--- src/verilog/bcbn_pkg.sv ---
package bcbn_pkg;
   localparam int PC_W = 21;
   localparam int ADDR_W = 12;
   localparam logic [3:0] OPC_BIT_CLEAR = 4'h9;
   localparam logic [7:0] OPC_BRANCH_NEG = 8'he6;
   localparam logic [7:0] INDEXED_MAX = 8'h5f;
   localparam logic [PC_W-1:0] PC_STEP = 21'h000002;
   localparam logic [PC_W-1:0] PC_RESET = 21'h000000;
   localparam logic [7:0] REG_RESET = 8'h00;
   localparam logic [1:0] Q_LAST = 2'h3;
   typedef enum logic [1:0] {
      ST_EXEC = 2'b00,
      ST_FLUSH = 2'b01
   } exec_state_t;
endpackage : bcbn_pkg

--- src/verilog/decode_if.sv ---
`timescale 1ns/1ps
interface decode_if;
   import bcbn_pkg::*;
   logic [15:0] instr;
   logic is_clear;
   logic is_branch;
   logic [2:0] bit_sel;
   logic access;
   logic [7:0] file;
   logic [7:0] offset;
   modport dec (input instr, output is_clear, is_branch, bit_sel, access, file, offset);
   modport use_side (output instr, input is_clear, is_branch, bit_sel, access, file, offset);
endinterface : decode_if

--- src/verilog/instr_decode.sv ---
`timescale 1ns/1ps
module instr_decode
   import bcbn_pkg::*;
(
   decode_if.dec d
);
   assign d.is_clear = (d.instr[15:12] == OPC_BIT_CLEAR);
   assign d.is_branch = (d.instr[15:8] == OPC_BRANCH_NEG);
   assign d.bit_sel = d.instr[11:9];
   assign d.access = d.instr[8];
   assign d.file = d.instr[7:0];
   assign d.offset = d.instr[7:0];
endmodule : instr_decode

--- src/verilog/bit_clear_branch.sv ---
`timescale 1ns/1ps
module bit_clear_branch
   import bcbn_pkg::*;
#(
   parameter int PCW = PC_W
)(
   input wire logic mclk_i,
   input wire logic rst_b_i,
   input wire logic [15:0] instr_i,
   input wire logic instr_valid_i,
   input wire logic neg_flag_i,
   input wire logic ext_set_i,
   input wire logic [3:0] bank_select_register_i,
   input wire logic [ADDR_W-1:0] index_base_i,
   input wire logic [7:0] rd_data_i,
   output logic [ADDR_W-1:0] rd_addr_o,
   output logic [ADDR_W-1:0] wr_addr_o,
   output logic [7:0] wr_data_o,
   output logic wr_en_o,
   output logic [PCW-1:0] pc_o,
   output logic flush_o,
   output logic busy_o,
   output logic status_we_o
);
   decode_if d();
   instr_decode u_dec (
      .d(d)
   );
   exec_state_t state_r, state_nxt;
   logic [PCW-1:0] pc_r, pc_nxt;
   logic [ADDR_W-1:0] wr_addr_r;
   logic [7:0] wr_data_r;
   logic wr_en_r;
   wire logic take_in;
   wire logic do_clear;
   wire logic do_branch;
   wire logic taken;
   wire logic indexed;
   wire logic [ADDR_W-1:0] eff_addr;
   wire logic [7:0] clear_mask;
   wire logic [PCW-1:0] pc_inc;
   wire logic [PCW-1:0] rel;
   assign d.instr = instr_i;
   assign take_in = instr_valid_i && (state_r == ST_EXEC);
   assign do_clear = take_in && d.is_clear;
   assign do_branch = take_in && d.is_branch;
   assign taken = do_branch && neg_flag_i;
   assign indexed = !d.access && ext_set_i && (d.file <= INDEXED_MAX);
   assign eff_addr = d.access ? {bank_select_register_i, d.file} :
      indexed ? ADDR_W'(index_base_i + {4'h0, d.file}) :
      (d.file[7] ? {4'hf, d.file} : {4'h0, d.file});
   assign clear_mask = ~(8'h01 << d.bit_sel);
   assign pc_inc = PCW'(pc_r + PC_STEP);
   assign rel = PCW'({{(PCW-8){d.offset[7]}}, d.offset} <<< 1);
   assign pc_nxt = !take_in ? pc_r : (taken ? PCW'(pc_inc + rel) : pc_inc);
   // Flush state follows every taken branch for one cycle
   always_comb begin
      case (state_r)
         ST_EXEC: begin
            state_nxt = taken ? ST_FLUSH : ST_EXEC;
         end
         ST_FLUSH: begin
            state_nxt = ST_EXEC;
         end
         default: begin
            state_nxt = ST_EXEC;
         end
      endcase
   end
   assign rd_addr_o = eff_addr;
   assign wr_addr_o = wr_addr_r;
   assign wr_data_o = wr_data_r;
   assign wr_en_o = wr_en_r;
   assign pc_o = pc_r;
   assign flush_o = (state_r == ST_FLUSH);
   assign busy_o = (state_r == ST_FLUSH);
   assign status_we_o = 1'b0;
   always_ff @(posedge mclk_i or negedge rst_b_i) begin
      if (!rst_b_i) begin
         state_r <= ST_EXEC;
         pc_r <= PCW'(PC_RESET);
      end else begin
         state_r <= state_nxt;
         pc_r <= pc_nxt;
      end
   end
   always_ff @(posedge mclk_i or negedge rst_b_i) begin
      if (!rst_b_i) begin
         wr_en_r <= 1'b0;
         wr_addr_r <= '0;
         wr_data_r <= REG_RESET;
      end else begin
         wr_en_r <= do_clear;
         if (do_clear) begin
            wr_addr_r <= eff_addr;
            wr_data_r <= rd_data_i & clear_mask;
         end
      end
   end
   // Checks
   property p_taken_flush;
      @(posedge mclk_i) disable iff (!rst_b_i)
      taken |=> flush_o ##1 !flush_o;
   endproperty
   a_taken_flush: assert property (p_taken_flush) else $error("no single flush");
   property p_target;
      @(posedge mclk_i) disable iff (!rst_b_i)
      taken |=> pc_r == PCW'($past(pc_r) + PC_STEP
         + {{(PCW-9){$past(d.offset[7])}}, $past(d.offset), 1'b0});
   endproperty
   a_target: assert property (p_target) else $error("bad branch target");
   property p_not_taken;
      @(posedge mclk_i) disable iff (!rst_b_i)
      (do_branch && !neg_flag_i) |=> pc_r == PCW'($past(pc_r) + PC_STEP) && !flush_o;
   endproperty
   a_not_taken: assert property (p_not_taken) else $error("bad fall through");
   property p_clear_bit;
      @(posedge mclk_i) disable iff (!rst_b_i)
      do_clear |=> wr_en_o && wr_data_o == ($past(rd_data_i) & ~(8'h01 << $past(d.bit_sel)));
   endproperty
   a_clear_bit: assert property (p_clear_bit) else $error("bit clear wrong");
   property p_bank;
      @(posedge mclk_i) disable iff (!rst_b_i)
      (do_clear && d.access) |=> wr_addr_o == {$past(bank_select_register_i), $past(d.file)};
   endproperty
   a_bank: assert property (p_bank) else $error("bank address wrong");
   property p_indexed;
      @(posedge mclk_i) disable iff (!rst_b_i)
      (do_clear && indexed) |=> wr_addr_o == ADDR_W'($past(index_base_i) + $past(d.file));
   endproperty
   a_indexed: assert property (p_indexed) else $error("indexed address wrong");
   property p_no_redirect;
      @(posedge mclk_i) disable iff (!rst_b_i)
      (take_in && !taken) |=> !flush_o;
   endproperty
   a_no_redirect: assert property (p_no_redirect) else $error("unexpected redirect");
   property p_decode;
      @(posedge mclk_i) disable iff (!rst_b_i)
      (instr_valid_i && !flush_o && instr_i[15:8] == 8'he6 && neg_flag_i) |=> flush_o;
   endproperty
   a_decode: assert property (p_decode) else $error("decode wrong");
   property p_flush_hold;
      @(posedge mclk_i) disable iff (!rst_b_i)
      flush_o |=> $stable(pc_r);
   endproperty
   a_flush_hold: assert property (p_flush_hold) else $error("pc moved in flush");
   property p_flush_single;
      @(posedge mclk_i) disable iff (!rst_b_i)
      flush_o |=> !flush_o;
   endproperty
   a_flush_single: assert property (p_flush_single) else $error("flush too long");
   property p_bit_zero;
      @(posedge mclk_i) disable iff (!rst_b_i)
      do_clear |=> (wr_data_o & (8'h01 << $past(d.bit_sel))) == 8'h00;
   endproperty
   a_bit_zero: assert property (p_bit_zero) else $error("selected bit not zero");
   property p_keep_bits;
      @(posedge mclk_i) disable iff (!rst_b_i)
      do_clear |=> (wr_data_o | (8'h01 << $past(d.bit_sel)))
         == ($past(rd_data_i) | (8'h01 << $past(d.bit_sel)));
   endproperty
   a_keep_bits: assert property (p_keep_bits) else $error("other bits changed");
   property p_one_write;
      @(posedge mclk_i) disable iff (!rst_b_i)
      (do_clear ##1 !do_clear) |=> !wr_en_o;
   endproperty
   a_one_write: assert property (p_one_write) else $error("write too long");
   property p_clear_write;
      @(posedge mclk_i) disable iff (!rst_b_i)
      (instr_valid_i && !flush_o && instr_i[15:12] == 4'h9) |=> wr_en_o;
   endproperty
   a_clear_write: assert property (p_clear_write) else $error("clear not decoded");
   property p_no_stray_write;
      @(posedge mclk_i) disable iff (!rst_b_i)
      (instr_valid_i && !flush_o && instr_i[15:12] != 4'h9) |=> !wr_en_o;
   endproperty
   a_no_stray_write: assert property (p_no_stray_write) else $error("stray write");
   property p_ext_off;
      @(posedge mclk_i) disable iff (!rst_b_i)
      (do_clear && !d.access && !ext_set_i)
         |=> wr_addr_o == {{4{$past(d.file[7])}}, $past(d.file)};
   endproperty
   a_ext_off: assert property (p_ext_off) else $error("access bank address wrong");
   property p_above_max;
      @(posedge mclk_i) disable iff (!rst_b_i)
      (do_clear && !d.access && d.file > INDEXED_MAX)
         |=> wr_addr_o == {{4{$past(d.file[7])}}, $past(d.file)};
   endproperty
   a_above_max: assert property (p_above_max) else $error("indexed above limit");
   property p_rd_bank;
      @(posedge mclk_i) disable iff (!rst_b_i)
      (take_in && instr_i[8]) |-> rd_addr_o == {bank_select_register_i, instr_i[7:0]};
   endproperty
   a_rd_bank: assert property (p_rd_bank) else $error("read bank address wrong");
   property p_rd_indexed;
      @(posedge mclk_i) disable iff (!rst_b_i)
      (take_in && !instr_i[8] && ext_set_i && instr_i[7:0] <= INDEXED_MAX)
         |-> rd_addr_o == ADDR_W'(index_base_i + instr_i[7:0]);
   endproperty
   a_rd_indexed: assert property (p_rd_indexed) else $error("read indexed wrong");
   property p_branch_quiet;
      @(posedge mclk_i) disable iff (!rst_b_i)
      do_branch |=> !wr_en_o;
   endproperty
   a_branch_quiet: assert property (p_branch_quiet) else $error("branch wrote");
   property p_fall_busy;
      @(posedge mclk_i) disable iff (!rst_b_i)
      (do_branch && !neg_flag_i) |=> !busy_o;
   endproperty
   a_fall_busy: assert property (p_fall_busy) else $error("busy on fall through");
   property p_refused;
      @(posedge mclk_i) disable iff (!rst_b_i)
      flush_o |=> !wr_en_o;
   endproperty
   a_refused: assert property (p_refused) else $error("write during flush");
   property p_neg_redirect;
      @(posedge mclk_i) disable iff (!rst_b_i)
      (take_in && d.is_branch && neg_flag_i) |=> busy_o;
   endproperty
   a_neg_redirect: assert property (p_neg_redirect) else $error("branch not taken");
   property p_offset_even;
      @(posedge mclk_i) disable iff (!rst_b_i)
      taken |=> pc_r[0] == $past(pc_r[0]);
   endproperty
   a_offset_even: assert property (p_offset_even) else $error("odd branch step");
   property p_seq_pc;
      @(posedge mclk_i) disable iff (!rst_b_i)
      (take_in && !d.is_branch) |=> pc_r == PCW'($past(pc_r) + PC_STEP);
   endproperty
   a_seq_pc: assert property (p_seq_pc) else $error("pc step wrong");
endmodule : bit_clear_branch

--- config.mk ---
export PLATFORM = sky130hd
export DESIGN_NAME = bit_clear_branch
export DESIGN_NICKNAME = d
export VERILOG_FILES = /design/src/verilog/bcbn_pkg.sv /design/src/verilog/decode_if.sv /design/src/verilog/instr_decode.sv /design/src/verilog/bit_clear_branch.sv
export SDC_FILE = /design/constraint.sdc
export NUM_CORES = 1
export LEC_CHECK = 0
export ABC_CLOCK_PERIOD_IN_PS = 3000
export BUFFER_PORTS_ARGS = -buffer_cell sky130_fd_sc_hd__buf_2
export CORE_MARGIN = 5
export CORE_UTILIZATION = 41
export DETAILED_ROUTE_END_ITERATION = 12
export PLACE_DENSITY = 0.67
export SLEW_MARGIN = 15
export SYNTH_ARGS = -nofsm -noshare
export SYNTH_HDL_FRONTEND = slang
export SYNTH_SLANG_ARGS = --single-unit
--- constraint.sdc ---
create_clock -name mclk_i -period 3 [get_ports mclk_i]
set_input_delay 0 -clock mclk_i [delete_from_list [all_inputs] [get_ports mclk_i]]
set_output_delay 0 -clock mclk_i [all_outputs]
set_load 0.05 [all_outputs]
# [Word-level counts from Yosys, hierarchy flattened]
# Index checks and enable logic that the tools add are counted.
[classes] n_addsub=3 bitwise_logic=2 n_mux=6 reduce_logical=8 eq_ne=3 order_cmp=1 n_shift=1
[ops] op="12-bit two-way mux" n=3
[ops] op="21-bit by 2-bit adder with 21-bit output, second input constant" n=1
[ops] op="21-bit adder" n=1
[ops] op="21-bit two-way mux" n=1
[ops] op="12-bit by 8-bit adder with 12-bit output" n=1
[ops] op="8-bit AND" n=1
[ops] op="8-bit == test, second input constant" n=1
[ops] op="8-bit by 7-bit less-or-equal comparator with 1-bit output, second input constant" n=1
[ops] op="8-bit inverter" n=1
[ops] op="1-bit by 3-bit << shifter with 8-bit output, first input constant" n=1
[ops] op="1-bit logical AND" n=6
[ops] op="4-bit == test, second input constant" n=1
[ops] op="2-bit by 1-bit == test with 1-bit output, second input constant" n=1
[ops] op="2-bit logical NOT" n=1
[ops] op="2-bit two-way mux" n=1
[ops] op="1-bit logical NOT" n=1
[ops] op="1-bit two-way mux" n=1
[totals] reg_bits=44 inputBits=45 output_inout_bits=57

# [Longest topological paths before layout]
# Gate-level depths: netlist of the first run.
[depth] word_depth=6 ltp_mapped=15 depth_no_buf=14

# [Hierarchy]
# From an unflattened synthesis of the first run, not the netlist that was laid out.
[hier_totals] cells_unflattened=507 hier_area_um2=4048.9
[by_module_without_submodules] mod="bit_clear_branch" instances=1 seq_area_each_um2=1051.0 cells_per_inst=483 area_per_inst_um2=3862.5
[by_module_without_submodules] mod="instr_decode" instances=1 seq_area_each_um2=0.0 cells_per_inst=24 area_per_inst_um2=186.4

# [Worst setup path before layout of the first run]
# OpenSTA, ideal clock, no wires.
[synth_path] kind="register -> register" start="register pc_r[1], in the netlist pc_o[1]" end="register pc_r[20], in the netlist pc_o[20]" setup_slack_ps=-424 path_stages_with_launch=14 arrival_ps=3303 n_path_buf=0 setup_time_ps=121 synth_period_minus_slack_ps=3424 path_cell_list="dfrtp_1 > ha_1 > nand2_1 > or4_1 > nor2_1 > nand2_1 > xnor2_1 > ha_1 > a21oi_1 > o21bai_1 > a221oi_1 > and4_1 > a211oi_1 > nand2b_1"
[synth_between] elab_chain_cells=3
[synth_rtl] item="start, declared" line_no="bit_clear_branch.sv:30" text="logic [PCW-1:0] pc_r, pc_nxt;"
[synth_rtl] item="start signal, assigned" line_no="bit_clear_branch.sv:81" text="pc_r <= PCW'(PC_RESET);"
[synth_rtl] item="start signal, assigned" line_no="bit_clear_branch.sv:84" text="pc_r <= pc_nxt;"
[synth_rtl] item="21-bit by 2-bit adder with 21-bit output (*)" line_no="bit_clear_branch.sv:53" text="assign pc_inc = PCW'(pc_r + PC_STEP);"
[synth_rtl] item="21-bit adder" line_no="bit_clear_branch.sv:55" text="assign pc_nxt = !take_in ? pc_r : (taken ? PCW'(pc_inc + rel) : pc_inc);"
[synth_rtl] item="21-bit two-way mux (*)" line_no="bit_clear_branch.sv:55"
# Mark *: on every way between the ends. The rest lies on a longest branch, timed or not.
# A chain may end at the register's enable or synchronous reset.

# [Final worst setup path of the first run]
# Same ends and word-level chain as after synthesis.

==> results of run 1 <==
## area by class of cell
class | instances | area (um^2) | area share, %
multi-input combinational | 402 | 2840 | 54.6
sequential | 42 | 1060 | 20.4
timing repair buffer | 164 | 1010 | 19.4
tap | 111 | 139 | 2.67
clock buffer | 5 | 68.8 | 1.32
inverter | 16 | 60.1 | 1.15
clock inverter | 3 | 25.0 | 0.480
## repair_timing
item,4_1_cts,5_1_grt
setup endpoints to repair,3,11
pin swaps,5,27
hold buffers,9,0
resized for setup,12,32
setup buffers,1,8
hold endpoints to repair,50,0
## worst min-delay path by stage
stage	cells after the start	end	from	slack [ns]
after floorplan	0	pc_o[10]$_DFFE_PN0P_	rst_b_i	-0.30
after global placement	1	wr_en_o$_DFF_PN0_	rst_b_i	0.22
after detailed placement	1	wr_en_o$_DFF_PN0_	rst_b_i	0.24
after CTS	3	wr_addr_o[10]$_DFFE_PN0P_	bank_select_register_i[2]	0.01
after global routing	3	wr_addr_o[10]$_DFFE_PN0P_	bank_select_register_i[2]	0.03
final	3	wr_addr_o[10]$_DFFE_PN0P_	bank_select_register_i[2]	0.02
## cells in the final DEF (no fill, tap or decap), types with 6 or more instances in the layout
cell	Yosys	layout
nor2_1	38	32
nor2b_1	6	6
nand2_1	66	61
a21oi_1	32	27
buf_2	2	99
o21ai_0	36	33
nand3_1	21	18
dfrtp_1	42	31
nor3_1	8	7
ha_1	32	27
and3_1	6	6
nand4_1	8	8
dlygate4sd3_1	0	9
buf_4	4	55
dfrtp_2	0	11
inv_1	14	14
xnor2_1	21	18
o21ai_1	5	7
a31oi_1	11	10
xor2_1	15	15
a21o_1	11	11
mux2_2	6	6
## worst max-delay path: cells and delay by family, from the launching register on
family	cells	cell delay (ns)
AND/OR/NAND/NOR	8	1.32
adder cells (fa/ha/maj)	2	0.55
buffers and inverters	1	0.11
AO/OA/AOI/OAI	2	0.35
flip-flops	1	0.42
XOR/XNOR	1	0.14
## routing by layer
metal | routed length [um] | track usage [%]
met1 | 5610 | 27.9
met2 | 5900 | 32.8
met3 | 653 | 4.03
met4 | 275 | 7.95
met5 | 0 | 0
## synthesized netlist by cell type (all sizes together) (3+ instances only)
master / instances
o31ai: 5
a211oi: 8
mux2: 6
nand3: 22
nor2: 38
buf: 8
a21o: 11
o311ai: 4
clkbuf: 16
mux2i: 3
dfrtp: 42
o21a: 3
nor3: 8
a21oi: 33
nor2b: 6
xor2: 15
ha: 32
a31oi: 11
xnor2: 21
o21bai: 5
and3: 6
or2: 3
nand2: 66
o21ai: 41
o22ai: 3
nand4: 8
nand2b: 5
inv: 15
nor4: 7
## sequential cells by signal, indices dropped and copies added (netlist names)
name / cells
pc_o: 20
wr_addr_o: 12
wr_data_o: 8
state_r: 1
wr_en_o: 1
## stage by stage
step                        TNS, ns  cell area, um^2  utilization (%)
after floorplan              -0.164             3890                -
final                             0             5210             56.6
after CTS                         0             5010             54.5
after detailed placement    -0.0764             4770             51.8
after global routing         -0.404             5210             56.6
after global placement    -0.000561             4770             51.8
## cells by family after synthesis
family	Yosys count	share of synthesized area [%]
AND/OR/NAND/NOR	178	22.3
buffers and inverters	40	4.39
adder cells (fa/ha/maj)	34	11.5
XOR/XNOR	36	8.20
other	1	0.0975
AO/OA/AOI/OAI	143	23.7
multiplexers	9	2.54
flip-flops	42	27.3
## power groups by stage
stage,registers (mW),logic [mW],clock network [mW]
2_1_floorplan,1.27,1.04,0
3_3_place_gp,0.798,2.16,0
3_5_place_dp,0.804,2.18,0
4_1_cts,0.795,2.25,0.425
5_1_grt,0.819,2.52,0.454
6_report,0.801,2.34,0.415
==> out/qor.csv, run 1 <==
metric,value,unit
clock_path_buffers,2,
pwr-share-clk,11.6,%
grt.total_usage,20.7,%
status,"finished, final reports clean",
placementRows,35,
startpoint,pc_o[1]$_DFFE_PN0P_,
drt_pass1_iterations,5,
drc,0,
async_flop_share,100,%
comb_power_share,65.8,%
place_congestion,0.951,
yosysTopAreaCell,dfrtp_1,
cts_root_buf,clkbuf_8,
dpl_worst_slack,-0.0764,ns
tightest_slew,1.01,ns
fp.dieW,107,um
maxClockFrequency,335,MHz
layout.nets,710,
p_leak,2.47,nW
worstPathArrival,3.20,ns
fin_ws,0.0112,ns
antenna_found_initial,0,
synth_area_leaders,"dfrtp_1 27%, ha_1 10%, nand2_1 6.4%",
rsz0062_at_grt,true,
synth_edf_count,0,
syn_avg_cell_area,7.96,um^2
p_sw,1.79,mW
cpMostUsedCell,nand2_2,
instances_no_fill,743,
htreeDepth,2,
pwr_density_cell,683,mW/mm^2
gr-total-overflow,0,
drive_gt1_share,36.1,%
vias_per_cell,5.68,
initial_core_util,41.8,%
path_max_fanout,4,
maxSlewHeadroom,32.4,%
via_count,4222,
total_power,3.56,mW
synthToLayoutAreaGrowth,35.5,%
portBuffers,99,
synth-seq-cells,42,
holdWs,0.0247,ns
wl_per_cell,16.7,um
coreArea,0.00920,mm^2
r2r_slack,0.01,ns
io_pins,102,
cp_slowest_stage_delay,0.51,ns
grt_pass1_vias,3946,
synth_cell_types,64,
power.internal,1.77,mW
ys.flop_type,dfrtp_1,
clkLatencyLatePin,0.31,ns
fill_cells,878,
vdd_drop_max,0.472,mV
crit_required,3.21,ns
pwr-share-seq,22.5,%
drv_cap,0,
timing.final.crit_share,99.6,%
cts_sinks,42,
numCtsBuffers,5,
cp-endpoint,pc_o[20]$_DFFE_PN0P_,
yosysTopAreaCellShare,27.3,%
yosys_warnings,0,
clkTransAtPathRegs,0.10,ns
r2r_cells,14,
drtIter0Drc,155,
crit_chain,"ha_4, nand2_2, or4_4, nor2_4, buf_6, nand2_2, xnor2_1, ha_1, nand2_2, nor2_2, a221oi_2, and4_1, a211oi_1, nand2b_1",
syn_inst,483,
cts_tree,built,
grt_first_pass_wirelength,19.2,mm
hold_viol,0,
antennaDiodeCount,0,
die_area,0.0114,mm^2
ant_nets,0,
dp_hpwl,9.29,mm
setup_viol,0,
ys_seq_area_share,27.3,%
fin_skew,0.00822,ns
swShare,50.1,%
min_period,2.99,ns
hold_path_class,input pin to flip-flop,
rr_startpoint,pc_o[1]$_DFFE_PN0P_,
timing.rr.end,pc_o[20]$_DFFE_PN0P_,
crit_slowest_cell,or4_4,
path_class,flip-flop to flip-flop,
endpoint_kind,flip-flop,
critPathLaunchType,flip-flop,
die_y,107,um
grt_max_degree,43,
place_inst,717,
synth_area,0.00384,mm^2
routed_wl,12.4,mm
slew_violations,0,
Power figures use the tool's default switching activity.
==> run 2: changes to the inputs <==
Settings changed: CORE_ASPECT_RATIO set to 0.9.
==> out/qor.csv, run 2 (synthesized netlist as in run 1, its figures left out) <==
metric,value,unit,change
holdWs,0.0271,ns,was 0.0247 ns
final_cell_mix,"99 x buf_2, 66 x nand2_1, 52 x buf_4",,"was 99 x buf_2, 61 x nand2_1, 55 x buf_4"
drv_cap,0,,unchanged
grt_pass1_vias,4112,,was 3946
slew_violations,0,,unchanged
pwr-share-clk,11.5,%,was 11.6%
critPathLaunchType,flip-flop,,unchanged
total_power,3.49,mW,was 3.56 mW
numCtsBuffers,5,,unchanged
dp_hpwl,9.45,mm,was 9.29 mm
p_leak,2.44,nW,was 2.47 nW
via_count,4201,,was 4222
crit_required,3.19,ns,was 3.21 ns
synthToLayoutAreaGrowth,35.7,%,was 35.5%
finalSetupTns,0,ns,unchanged
place_congestion,0.935,,was 0.951
ant_nets,0,,unchanged
place_inst,723,,was 717
routed_wl,12.6,mm,was 12.4 mm
portBuffers,99,,unchanged
antenna_found_initial,0,,unchanged
layout.nets,706,,was 710
tightest_slew,0.980,ns,was 1.01 ns
drc,0,,unchanged
maxSlewHeadroom,34.7,%,was 32.4%
timing.final.crit_share,99.4,%,was 99.6%
drive_gt1_share,35.5,%,was 36.1%
htreeDepth,2,,unchanged
final_area,0.00522,mm^2,was 0.00521 mm^2
grt.total_usage,21.2,%,was 20.7%
rsz0062_at_grt,true,,unchanged
path_class,flip-flop to flip-flop,,unchanged
largest_register_ffs,20,,unchanged
maxClockFrequency,335,MHz,about the same
hold_viol,0,,unchanged
rr_startpoint,pc_o[8]$_DFFE_PN0P_,,was pc_o[1]$_DFFE_PN0P_
path_max_fanout,3,,was 4
antennaDiodeCount,0,,unchanged
coreArea,0.00913,mm^2,was 0.00920 mm^2
fin_skew,0.0153,ns,was 0.00822 ns
clkTransAtPathRegs,0.10,ns,about the same
cts_tree,built,,unchanged
pwr-share-seq,22.8,%,was 22.5%
instances_no_fill,750,,was 743
die_y,102,um,was 107 um
placed_area,0.00474,mm^2,was 0.00477 mm^2
timing.rr.end,pc_o[19]$_DFFE_PN0P_,,was pc_o[20]$_DFFE_PN0P_
endpoint_kind,flip-flop,,unchanged
min_period,2.98,ns,was 2.99 ns
grt_max_degree,43,,unchanged
pwr_density_cell,669,mW/mm^2,was 683 mW/mm^2
clock_path_buffers,2,,unchanged
final_common_cell,buf_2,,unchanged
hp-start,bank_select_register_i[2],,unchanged
hold_path_class,input pin to flip-flop,,unchanged
holdPathStages,3,,unchanged
power.internal,1.71,mW,was 1.77 mW
gr-total-overflow,0,,unchanged
placementRows,33,,was 35
io_pins,102,,unchanged
comb_power_share,65.7,%,was 65.8%
setup_viol,0,,unchanged
initial_core_util,42.1,%,was 41.8%
p_sw,1.78,mW,was 1.79 mW
status,"finished, final reports clean",,unchanged
drtIter0Drc,295,,was 155
r2r_cells,13,,was 14
die_area,0.0114,mm^2,about the same
cts_sinks,42,,unchanged
grt_first_pass_wirelength,20.0,mm,was 19.2 mm
fp.dieW,112,um,was 107 um
drt_pass1_iterations,6,,was 5
vias_per_cell,5.60,,was 5.68
clkLatencyLatePin,0.31,ns,about the same
min_to,wr_addr_o[10]$_DFFE_PN0P_,,unchanged
wl_per_cell,16.8,um,was 16.7 um
swShare,51.0,%,was 50.1%
cts_root_buf,clkbuf_8,,unchanged
vdd_drop_max,0.623,mV,was 0.472 mV
worstPathArrival,3.17,ns,was 3.20 ns
r2r_slack,0.02,ns,was 0.01 ns
-- run 2: cell types whose count changed in the layout (fill, tap and decap cells not counted), sizes merged --
| cell | delta |
|---|---|
| buf | -4 |
-- run 2: worst max path at each step --
| stage | startpoint | endpoint | slack (ns) | depth (start not counted) |
|---|---|---|---|---|
| 6_report | pc_o[8]$_DFFE_PN0P_ | pc_o[19]$_DFFE_PN0P_ | 0.02 | 13 |
| 5_1_grt | pc_o[8]$_DFFE_PN0P_ | pc_o[19]$_DFFE_PN0P_ | -0.18 | 13 |
| 4_1_cts | pc_o[2]$_DFFE_PN0P_ | pc_o[20]$_DFFE_PN0P_ | -0.01 | 12 |
| 3_5_place_dp | pc_o[2]$_DFFE_PN0P_ | pc_o[20]$_DFFE_PN0P_ | -0.11 | 13 |
| 3_3_place_gp | pc_o[3]$_DFFE_PN0P_ | pc_o[19]$_DFFE_PN0P_ | -0.05 | 12 |
| 2_1_floorplan | pc_o[1]$_DFFE_PN0P_ | pc_o[20]$_DFFE_PN0P_ | -0.12 | 13 |
-- run 2: layout make-up --
cell class                 instances  area, um^2
timing repair buffer             160         976
tap                              122         153
clock inverter                     3        25.0
fill                             878        3910
inverter                          16        60.1
multi-input combinational        402        2870
sequential                        42        1060
clock buffer                       5        68.8
-- run 2: repair_timing --
| item | CTS | global route |
|---|---|---|
| setup buffers | 1 | 9 |
| endpoints found under the hold margin | 50 | 0 |
| hold buffers | 9 | 0 |
| pin swaps | 4 | 25 |
| setup endpoints to repair | 3 | 11 |
| gates cloned | 0 | 0 |
| resized for setup | 5 | 40 |
-- run 2: metrics by stage --
| step | setup WS [ns] | util (%) |
|---|---|---|
| 6_report | 0.0188 | 57.2 |
| 5_1_grt | -0.182 | 57.2 |
| 4_1_cts | -0.0121 | 54.4 |
| 3_5_place_dp | -0.113 | 52.0 |
| 3_3_place_gp | -0.0468 | 52.0 |
| 2_1_floorplan | -0.124 | - |
-- run 2: power by group through the flow --
stage	combinational, mW	clock [mW]	sequential [mW]
6_report	2.30	0.402	0.795
5_1_grt	2.47	0.438	0.814
4_1_cts	2.16	0.418	0.795
3_5_place_dp	2.12	0	0.805
3_3_place_gp	2.08	0	0.797
2_1_floorplan	1.04	0	1.27
-- run 2: per-layer routing --
| metal | GRT usage [%] | part of all wire, % | vias to the layer above |
|---|---|---|---|
| li1 | - | - | 2024 |
| met1 | 27.6 | 44 | 2011 |
| met2 | 36.5 | 48 | 147 |
| met3 | 4.14 | 6.6 | 19 |
| met4 | 5.45 | 1.5 | 0 |
| met5 | 0 | 0 | - |
-- run 2: worst max-delay path, stage by stage (launching register included) --
cell,delay [ns]
dfrtp_2,0.37
nand4_1,0.13
buf_4,0.17
nor4_4,0.32
buf_4,0.21
nand3_4,0.09
xnor2_2,0.17
ha_1,0.31
a21o_1,0.21
a41oi_2,0.22
o211ai_1,0.16
a31oi_1,0.27
xor2_1,0.17
o21ai_1,0.07
